$ cat src/include/ris_pkg.sv
// constants, field layouts and carrier types of the reader interrupt status block
// assumes a 32-bit classic wishbone slave, registers one word each at 4 x index
package ris_pkg;

	// register indices; byte address is four times the index
	localparam logic [5:0] RIS_IDX_MAIN_MASK = 6'h16;
	localparam logic [5:0] RIS_IDX_TF_MASK = 6'h17;
	localparam logic [5:0] RIS_IDX_EW_MASK = 6'h18;
	localparam logic [5:0] RIS_IDX_PT_MASK = 6'h19;
	localparam logic [5:0] RIS_IDX_MAIN = 6'h1A;
	localparam logic [5:0] RIS_IDX_TF = 6'h1B;
	localparam logic [5:0] RIS_IDX_EW = 6'h1C;
	localparam logic [5:0] RIS_IDX_PT = 6'h1D;
	localparam logic [5:0] RIS_IDX_CTRL = 6'h30;

	// control register fields
	localparam int RIS_CTRL_OSC_RUN = 0;
	localparam int RIS_CTRL_WAKE_EVERY = 1;

	// fifo thresholds in bytes
	localparam logic [9:0] RIS_FIFO_RX_LEVEL = 10'h12C;
	localparam logic [9:0] RIS_FIFO_TX_LEVEL = 10'h0C8;

	// reset values
	localparam logic [7:0] RIS_FLAGS_RESET = 8'h00;
	localparam logic [7:0] RIS_MASK_RESET = 8'h00;
	localparam logic [7:0] RIS_CTRL_RESET = 8'h00;

	// reserved bits of the main, error/wake and target flag registers; timer/field has none
	localparam logic [7:0] RIS_MAIN_RSVD = 8'h01;
	localparam logic [7:0] RIS_EW_RSVD = 8'h01;
	localparam logic [7:0] RIS_PT_RSVD = 8'h04;

	// flag layouts, msb first, field order equals bit order
	typedef struct packed {
		logic clock_stable_flag;
		logic fifo_level_flag;
		logic receive_begin_flag;
		logic receive_done_flag;
		logic transmit_done_flag;
		logic bit_clash_flag;
		logic frame_restart_flag;
		logic rsvd0;
	} ris_main_type;

	typedef struct packed {
		logic command_done_flag;
		logic reply_timeout_flag;
		logic general_timer_flag;
		logic outside_field_up_flag;
		logic outside_field_down_flag;
		logic avoidance_clash_flag;
		logic guard_time_flag;
		logic target_rate_flag;
	} ris_tf_type;

	typedef struct packed {
		logic checksum_fail_flag;
		logic parity_fail_flag;
		logic soft_framing_flag;
		logic hard_framing_flag;
		logic wake_timer_flag;
		logic wake_amplitude_flag;
		logic wake_phase_flag;
		logic rsvd0;
	} ris_ew_type;

	typedef struct packed {
		logic field_wait_timer_flag;
		logic slot_pool_low_flag;
		logic peer_field_on_flag;
		logic auto_reply_receive_flag;
		logic fast_target_active_flag;
		logic rsvd2;
		logic target_active_star_flag;
		logic target_active_flag;
	} ris_pt_type;

	// event inputs from the rest of the device, same clock
	typedef struct packed {
		logic osc_stable;
		logic rx_active;
		logic tx_active;
		logic [9:0] fifo_count;
		logic wake_timeout;
		logic [7:0] slots_unused;
		ris_main_type main_ev;
		ris_tf_type tf_ev;
		ris_ew_type ew_ev;
		ris_pt_type pt_ev;
	} ris_events_type;

	localparam logic [7:0] RIS_SLOTS_LOW = 8'h04;

endpackage

$ cat src/design/ris_top.sv
// reader interrupt status block: four flag registers (error/wake clears on a main read, the rest on their own read), masks, irq
// assumes event pulses and levels come from logic on clk; host on classic wishbone
//
// Notes on behaviour
// oscillator stable sets main bit 7
// receiving, fifo above 300 sets level flag
// transmitting, fifo below 200 sets level flag
// emd frame discard sets main bit 1
// main bits 5..2 rx/tx/clash, bit 0 reserved
// reading timer/field or target register clears it
// reading main clears error/wake register
// host clears avoidance flag before collision avoidance
// guard time elapsed sets timer/field bit 1
// command, no-response, general timer bits 7..5
// outside field up bit 4, down bit 3
// target bit rate recognised sets bit 0
// host reads promptly to avoid checksum flag
// parity bit 6, soft framing 5, hard 4
// wake timeout flag only with every-timeout option
// amplitude bit 2, phase bit 1 on wake
// four unused slots left sets target bit 6
// peer field on sets target bit 5
// automatic anticollision reply sets target bit 4
// automatic fast response sent sets bit 3
// active star bit 1, active bit 0
// mask bit one blocks that event's irq
// irq high while any unmasked flag pending
//
// The Wishbone interface to the registers was decided locally.
`timescale 1ns/1ps

module ris_top
(
	// clock and reset
	input wire logic clk,
	input wire logic nrst,
	// wishbone slave
	input wire logic wb_cyc_i,
	input wire logic wb_stb_i,
	input wire logic wb_we_i,
	input wire logic [7:0] wb_adr_i,
	input wire logic [3:0] wb_sel_i,
	input wire logic [31:0] wb_dat_i,
	output logic [31:0] wb_dat_o,
	output logic wb_ack_o,
	// device events
	input wire ris_pkg::ris_events_type events,
	// interrupt request
	output logic irq
);

	////////////////////////////////////////////////////////////////////////////////
	// reset release

	logic rst_meta_n_reg;
	logic rst_n_reg;

	always_ff @(posedge clk or negedge nrst)
	begin
		if (!nrst)
		begin
			rst_meta_n_reg <= 1'b0;
			rst_n_reg <= 1'b0;
		end
		else
		begin
			rst_meta_n_reg <= 1'b1;
			rst_n_reg <= rst_meta_n_reg;
		end
	end

	////////////////////////////////////////////////////////////////////////////////
	// state

	typedef struct packed {
		logic [7:0] main_flags;
		logic [7:0] tf_flags;
		logic [7:0] ew_flags;
		logic [7:0] pt_flags;
		logic [7:0] main_mask;
		logic [7:0] tf_mask;
		logic [7:0] ew_mask;
		logic [7:0] pt_mask;
		logic [7:0] ctrl;
		logic osc_seen;
		logic fifo_cond;
		logic slots_low;
		logic ack;
		logic [31:0] rdat;
		logic irq;
	} ris_state_type;

	ris_state_type state_reg;
	ris_state_type state_next;

	logic take;
	logic [5:0] idx;
	logic osc_now;
	logic fifo_now;
	logic slots_now;
	logic [7:0] main_set;
	logic [7:0] tf_set;
	logic [7:0] ew_set;
	logic [7:0] pt_set;
	logic [7:0] rsel;
	ris_pkg::ris_main_type main_ev;
	ris_pkg::ris_ew_type ew_ev;
	ris_pkg::ris_pt_type pt_ev;

	always_comb
	begin
		state_next = state_reg;
		// one answer per request, acked the cycle after the request; ack drops the cycle after it is given
		take = wb_cyc_i && wb_stb_i && !state_reg.ack;
		idx = wb_adr_i[7:2];

		// level events become one set per rising edge, so a held level cannot re-set after a read
		osc_now = events.osc_stable && state_reg.ctrl[ris_pkg::RIS_CTRL_OSC_RUN];
		fifo_now = (events.rx_active && (events.fifo_count > ris_pkg::RIS_FIFO_RX_LEVEL))
			|| (events.tx_active && (events.fifo_count < ris_pkg::RIS_FIFO_TX_LEVEL));
		slots_now = (events.slots_unused == ris_pkg::RIS_SLOTS_LOW);

		main_ev = events.main_ev;
		main_ev.clock_stable_flag = osc_now && !state_reg.osc_seen;
		main_ev.fifo_level_flag = fifo_now && !state_reg.fifo_cond;
		main_ev.rsvd0 = 1'b0;

		ew_ev = events.ew_ev;
		ew_ev.wake_timer_flag = events.wake_timeout && state_reg.ctrl[ris_pkg::RIS_CTRL_WAKE_EVERY];
		ew_ev.rsvd0 = 1'b0;

		pt_ev = events.pt_ev;
		pt_ev.slot_pool_low_flag = slots_now && !state_reg.slots_low;
		pt_ev.rsvd2 = 1'b0;

		main_set = main_ev;
		tf_set = events.tf_ev;
		ew_set = ew_ev;
		pt_set = pt_ev;

		state_next.osc_seen = osc_now;
		state_next.fifo_cond = fifo_now;
		state_next.slots_low = slots_now;

		// read mux; reserved bits and unmapped words read zero
		unique case (idx)
			ris_pkg::RIS_IDX_MAIN_MASK: rsel = state_reg.main_mask & ~ris_pkg::RIS_MAIN_RSVD;
			ris_pkg::RIS_IDX_TF_MASK: rsel = state_reg.tf_mask;
			ris_pkg::RIS_IDX_EW_MASK: rsel = state_reg.ew_mask & ~ris_pkg::RIS_EW_RSVD;
			ris_pkg::RIS_IDX_PT_MASK: rsel = state_reg.pt_mask & ~ris_pkg::RIS_PT_RSVD;
			ris_pkg::RIS_IDX_MAIN: rsel = state_reg.main_flags;
			ris_pkg::RIS_IDX_TF: rsel = state_reg.tf_flags;
			ris_pkg::RIS_IDX_EW: rsel = state_reg.ew_flags;
			ris_pkg::RIS_IDX_PT: rsel = state_reg.pt_flags;
			ris_pkg::RIS_IDX_CTRL: rsel = state_reg.ctrl;
			default: rsel = 8'h00;
		endcase

		state_next.ack = take;
		state_next.rdat = state_reg.rdat;

		// clear on read; a set in the same cycle survives
		state_next.main_flags = state_reg.main_flags;
		state_next.tf_flags = state_reg.tf_flags;
		state_next.ew_flags = state_reg.ew_flags;
		state_next.pt_flags = state_reg.pt_flags;
		if (take && !wb_we_i)
		begin
			state_next.rdat = {24'h000000, rsel};
			if (idx == ris_pkg::RIS_IDX_MAIN)
			begin
				state_next.main_flags = ris_pkg::RIS_FLAGS_RESET;
				state_next.ew_flags = ris_pkg::RIS_FLAGS_RESET;
			end
			if (idx == ris_pkg::RIS_IDX_TF)
			begin
				state_next.tf_flags = ris_pkg::RIS_FLAGS_RESET;
			end
			if (idx == ris_pkg::RIS_IDX_PT)
			begin
				state_next.pt_flags = ris_pkg::RIS_FLAGS_RESET;
			end
		end
		else if (take)
		begin
			state_next.rdat = 32'h00000000;
		end
		// the avoidance flag is left to the host to clear first; late reads risk checksum
		state_next.main_flags = state_next.main_flags | main_set;
		state_next.tf_flags = state_next.tf_flags | tf_set;
		state_next.ew_flags = state_next.ew_flags | ew_set;
		state_next.pt_flags = state_next.pt_flags | pt_set;

		// writes only through byte lane 0; flag registers ignore writes
		if (take && wb_we_i && wb_sel_i[0])
		begin
			unique case (idx)
				ris_pkg::RIS_IDX_MAIN_MASK: state_next.main_mask = wb_dat_i[7:0];
				ris_pkg::RIS_IDX_TF_MASK: state_next.tf_mask = wb_dat_i[7:0];
				ris_pkg::RIS_IDX_EW_MASK: state_next.ew_mask = wb_dat_i[7:0];
				ris_pkg::RIS_IDX_PT_MASK: state_next.pt_mask = wb_dat_i[7:0];
				ris_pkg::RIS_IDX_CTRL: state_next.ctrl = wb_dat_i[7:0];
				default: state_next.ctrl = state_reg.ctrl;
			endcase
		end

		// irq follows the flags that will be held next cycle, so it tracks them without lag
		state_next.irq = |(state_next.main_flags & ~state_next.main_mask)
			|| |(state_next.tf_flags & ~state_next.tf_mask)
			|| |(state_next.ew_flags & ~state_next.ew_mask)
			|| |(state_next.pt_flags & ~state_next.pt_mask);
	end

	always_ff @(posedge clk or negedge rst_n_reg)
	begin
		if (!rst_n_reg)
		begin
			state_reg.main_flags <= ris_pkg::RIS_FLAGS_RESET;
			state_reg.tf_flags <= ris_pkg::RIS_FLAGS_RESET;
			state_reg.ew_flags <= ris_pkg::RIS_FLAGS_RESET;
			state_reg.pt_flags <= ris_pkg::RIS_FLAGS_RESET;
			state_reg.main_mask <= ris_pkg::RIS_MASK_RESET;
			state_reg.tf_mask <= ris_pkg::RIS_MASK_RESET;
			state_reg.ew_mask <= ris_pkg::RIS_MASK_RESET;
			state_reg.pt_mask <= ris_pkg::RIS_MASK_RESET;
			state_reg.ctrl <= ris_pkg::RIS_CTRL_RESET;
			state_reg.osc_seen <= 1'b0;
			state_reg.fifo_cond <= 1'b0;
			state_reg.slots_low <= 1'b0;
			state_reg.ack <= 1'b0;
			state_reg.rdat <= 32'h00000000;
			state_reg.irq <= 1'b0;
		end
		else
		begin
			state_reg <= state_next;
		end
	end

	////////////////////////////////////////////////////////////////////////////////
	// outputs

	assign wb_dat_o = state_reg.rdat;
	assign wb_ack_o = state_reg.ack;
	assign irq = state_reg.irq;

endmodule // ris_top

$ cat config.mk
export PLATFORM = sky130hd
export DESIGN_NAME = ris_top
export DESIGN_NICKNAME = d
export VERILOG_FILES = /design/src/include/ris_pkg.sv /design/src/design/ris_top.sv
export SDC_FILE = /design/constraint.sdc
export NUM_CORES = 1
export LEC_CHECK = 0
export ABC_CLOCK_PERIOD_IN_PS = 5000
export BUFFER_PORTS_ARGS = -buffer_cell sky130_fd_sc_hd__buf_4
export CORE_UTILIZATION = 55
export CTS_BUF_LIST = sky130_fd_sc_hd__clkbuf_4 sky130_fd_sc_hd__clkbuf_8
export DETAILED_ROUTE_END_ITERATION = 8
export GPL_TIMING_DRIVEN = 0
export PLACE_DENSITY = 0.95
export SLEW_MARGIN = 20
export SYNTH_ARGS = -nofsm -noshare
export SYNTH_HDL_FRONTEND = slang
export SYNTH_SLANG_ARGS = --single-unit
$ cat constraint.sdc
create_clock -name clk -period 5 [get_ports clk]
set_input_delay 1 -clock clk [delete_from_list [all_inputs] [get_ports clk]]
set_output_delay 1 -clock clk [all_outputs]
set_load 0.1 [all_outputs]
# --- After elaboration in Yosys (flattened, before gate mapping) ---
# Cells that the tools add are included.
# W data, S select, Z words.
totals:
  reg_bits: 111
  input_bits: 103
  output_inout_bits: 34
  word_cells: 82
classes:
  n_lt_le_gt_ge: 2
  eq_ne: 10
  muxes: 14
  n_bitwise: 12
  reduce_logical: 27
ops:
  columns: ["operator", "n"]
  rows:
  - ["$mux W32", 3]
  - ["$mux W8", 9]
  - ["$pmux W8 S9", 1]
  - ["$eq A6 B5 Y1 const B", 8]
  - ["$mux W40", 1]
  - ["$and A8 B8 Y8", 4]
  - ["$not A8 Y8", 4]
  - ["$or A8 B8 Y8", 4]
  - ["$reduce_or A8 Y1", 4]
  - ["$logic_and A1 B1 Y1", 12]
  - ["$gt A10 B9 Y1 const B", 1]
  - ["$lt A10 B8 Y1 const B", 1]
  - ["$eq A8 B3 Y1 const B", 1]
  - ["$eq A6 B6 Y1 const B", 1]
  - ["$logic_not A1 Y1", 5]
  - ["$logic_or A1 B1 Y1", 4]
  - ["$reduce_and A2 Y1", 1]
  - ["$reduce_bool A2 Y1", 1]

# --- Depth between registers and ports, before layout ---
logic_depth:
  ltp_word: 11
  depth_mapped: 9
  depth_no_buf: 7

# --- Worst setup path before layout ---
# No wires, ideal clock.
synth_path:
  path_type: "input-to-reg"
  from: "input port wb_adr_i[2]"
  to: "register irq (netlist name)"
  setup_time_ns: 0.136
  arrival_time_ns: 2.966
  required_time_ns: 4.864
  path_slack_ns: 1.898
  stages: 8
  n_path_buf: 1
  cell_sequence: "buf_2 or3b_4 nor4_4 mux2_4 a2bb2o_4 a221o_1 a2111oi_2 nand3_1"
synth_lines:
  columns: ["item", "line", "rtl"]
  rows:
  - ["start: declaration", "ris_top.sv:41", "input wire logic [7:0] wb_adr_i,"]

==> impl_metrics.yaml <==
status:
  status: "completed"
sta:
  worst_slew_pin_slew_ns: 0.9745
  rsz0062_at_grt: "false"
  hold_viol_final: 0
  maxSlewHeadroom_pct: 34.15
  period_minus_slack_ns: 3.884
  max_freq_mhz: 257.5
  drv_slew: 0
  skew_ns: 0.01019
  fin_crit_sh_pct: 77.68
  fin_tns_setup_ns: 0
  setup-violations-final: 0
yosys:
  synth.most_common_cell: "dfrtp_1"
  post_synth_most_frequent_cells: "dfrtp_1 (87), inv_1 (34), mux2_2 (33)"
  synth-async-reset-ratio_pct: 100.0
  synth_seq_cells: 87
  synth_edf_count: 0
  synth.cell_area_um2: 4163
  seq_area_frac_synth_pct: 52.30
  avgSynthCellArea_um2: 11.73
  yosysTopAreaCellShare_pct: 52.30
  yosysTopAreaCell: "dfrtp_1"
  yosysUniqueCellTypes: 51
  synthCells: 355
  ys_warn_count: 0
  yosys-top-cells-area: "dfrtp_1 (52%), mux2_2 (8.9%), buf_4 (5.8%)"
  synthFlopType: "dfrtp_1"
power_and_ir_drop:
  peakVddDrop_uv: 157.8
  powerDensity_nw_per_um2: 267.9
  power.total_mw: 1.375
  cellLeakagePower_nw: 2.455
floorplan:
  pin_count: 137
  die_area_um2: 7920
  coreArea_um2: 7292
  die_h_um: 89.00
  die_x_um: 89.00
  std_cell_rows: 31
  start_util_pct: 57.09
worst_setup_path:
  crit_type: "input port to flip-flop"
  worst_ep_required_time_ns: 5.21
  cp_max_fo: 10
  crit_slowest_cell: "nor4bb_1"
  crit_chain: "buf_4 > nor4bb_1 > nand4_1 > clkbuf_1 > a21oi_1 > o221ai_1 > a2111oi_2 > nand3_1"
  start_kind: "input port"
  critical-path-top-delay-family: "simple AND/OR/NAND/NOR gates"
  critPathMaxStageDelay_ns: 0.82
  path_buf_inv: 2
  crit_path_end_kind: "flip-flop"
  crit_arrival_ns: 4.10
global_routing:
  grt_usage_pct: 31.01
  grt_pass1_wl_um: 17360
  antenna_found_initial: 0
  overflow: 0
  grt_pass1_vias: 3418
  grt_start_max_net_pins: 49
finish:
  drive_above_1_share_pct: 36.32
  fin_nets: 568
  area_growth_pct: 23.35
  largest_reg_flops: 75
  antenna_cells: 0
cts:
  cts-resized-gates: 0
  holdBufCountCts: 0
  htreeDepth: 3
  clk_pin_slew_worst_paths_ns: 0.08
  clk-insertion-delay-late_ns: 0.37
  cts-buffers-inserted: 9
  clock_sinks: 87
  post_cts_buffers: 0
  clk_path_buf_depth: 2
  cts_tree: "yes"
  clockRootBuffer: "clkbuf_8"
routing:
  drt_iter0_drc: 492
  wire_per_inst_um: 19.97
  via_count: 3482
  vias_per_cell: 6.141
  drcViolationCount: 0
  dr.pass1.iters: 5
  routed_wl_um: 11320
  postRouteAntennaNets: 0
placed_design:
  hpwlAfterDp_um: 8087
  place.gp.congestion: 0.9526
  io_buffers: 75
worst_hold_path:
  min_path_type: "flip-flop to async pin"
run:
  drv_cap: 0
## per-layer routing
metal / share of wire, % / global-route usage, %
met1: 36 / 36.37
met2: 49 / 51.40
met3: 10 / 9.418
met4: 4.8 / 17.03
met5: 0 / 0
## layout by cell type, fill, tap and decap left out, types with 2 or more instances in the layout
cell type,Yosys,routed
nand4_1,2,2
nor4bb_1,2,2
a22o_1,11,11
nand3_1,3,3
nor4_1,2,2
mux2i_1,6,6
buf_4,32,107
clkinv_2,0,2
a22oi_1,5,5
a222oi_1,12,12
nor4_4,4,4
nand2b_1,2,2
mux2_2,33,33
nor2b_1,4,4
o21ai_0,4,4
clkbuf_4,0,2
inv_1,34,34
o221ai_1,2,2
clkbuf_8,0,10
dfrtp_1,87,86
conb_1,2,25
nand2_1,4,4
nand3b_1,2,2
o22ai_1,5,5
clkbuf_1,4,4
a211oi_1,2,2
a21o_1,15,15
nor2_1,13,13
o2bb2ai_1,3,3
a31oi_1,9,9
o22a_1,2,2
a21oi_1,27,27
## layout make-up
class / count / area (um^2)
Timing Repair Buffer: 76 / 590.6
Tap cell: 99 / 123.9
Clock buffer: 12 / 152.6
Buffer: 37 / 260.3
Clock inverter: 2 / 10.01
Inverter: 34 / 127.6
Multi-Input combinational cell: 220 / 1689
Sequential cell: 87 / 2181
Fill cell: 513 / 2157
## where the power goes
part           switching, mW  internal (mW)
Combinational          0.141         0.0705
Clock                  0.231          0.198
Sequential            0.0154          0.720
Total                  0.387          0.989
## per-stage QoR
stage / worst slack (ns) / util (%) / cell area (um^2) / instances / hold WS (ns)
global route: 1.080 / 70.42 / 5135 / 567 / 0.3606
floorplan: 1.898 / - / 4249 / 378 / 0.3312
CTS: 1.274 / 70.42 / 5135 / 567 / 0.3286
global placement: 1.012 / 67.69 / 4936 / 552 / 0.3364
detailed placement: 0.9045 / 68.19 / 4972 / 553 / 0.3189
finish: 1.116 / 70.42 / 5135 / 567 / 0.3098
## cells by family after synthesis
group,after synthesis,share of synthesized area (%)
compound gates,105,18.58
buf+inv,71,9.317
flops,87,52.30
mux,40,10.73
other cells,2,0.1804
simple gates,50,8.897
## worst reg2reg max path: stages, from the launching register on
cell and delay, ns:
dfrtp_1 0.39, nor4bb_1 0.84, nand4_1 0.64, clkbuf_1 0.47, a21oi_1 0.30, o221ai_1 0.19
a2111oi_2 0.41, nand3_1 0.16
## final timing paths
kind | start | endpoint | slack, ns | cells past startpoint
worst max register to register | wb_ack_o$_DFF_PN0_ | irq$_DFF_PN0_ | 1.46 | 7
worst min register to register | rst_n_reg$_DFF_PN0_ | wb_dat_o[0]$_DFFE_PN0P_ | 0.31 | 0
worst max-delay path | wb_we_i | irq$_DFF_PN0_ | 1.12 | 8
max in group asynchronous | rst_n_reg$_DFF_PN0_ | state_reg[38]$_DFFE_PN0P_ | 4.08 | 1
min in group clk | rst_meta_n_reg$_DFF_PN0_ | rst_n_reg$_DFF_PN0_ | 0.36 | 0
worst min-delay path | rst_n_reg$_DFF_PN0_ | wb_dat_o[0]$_DFFE_PN0P_ | 0.31 | 0
No activity file was read; power rests on OpenSTA's default activity.
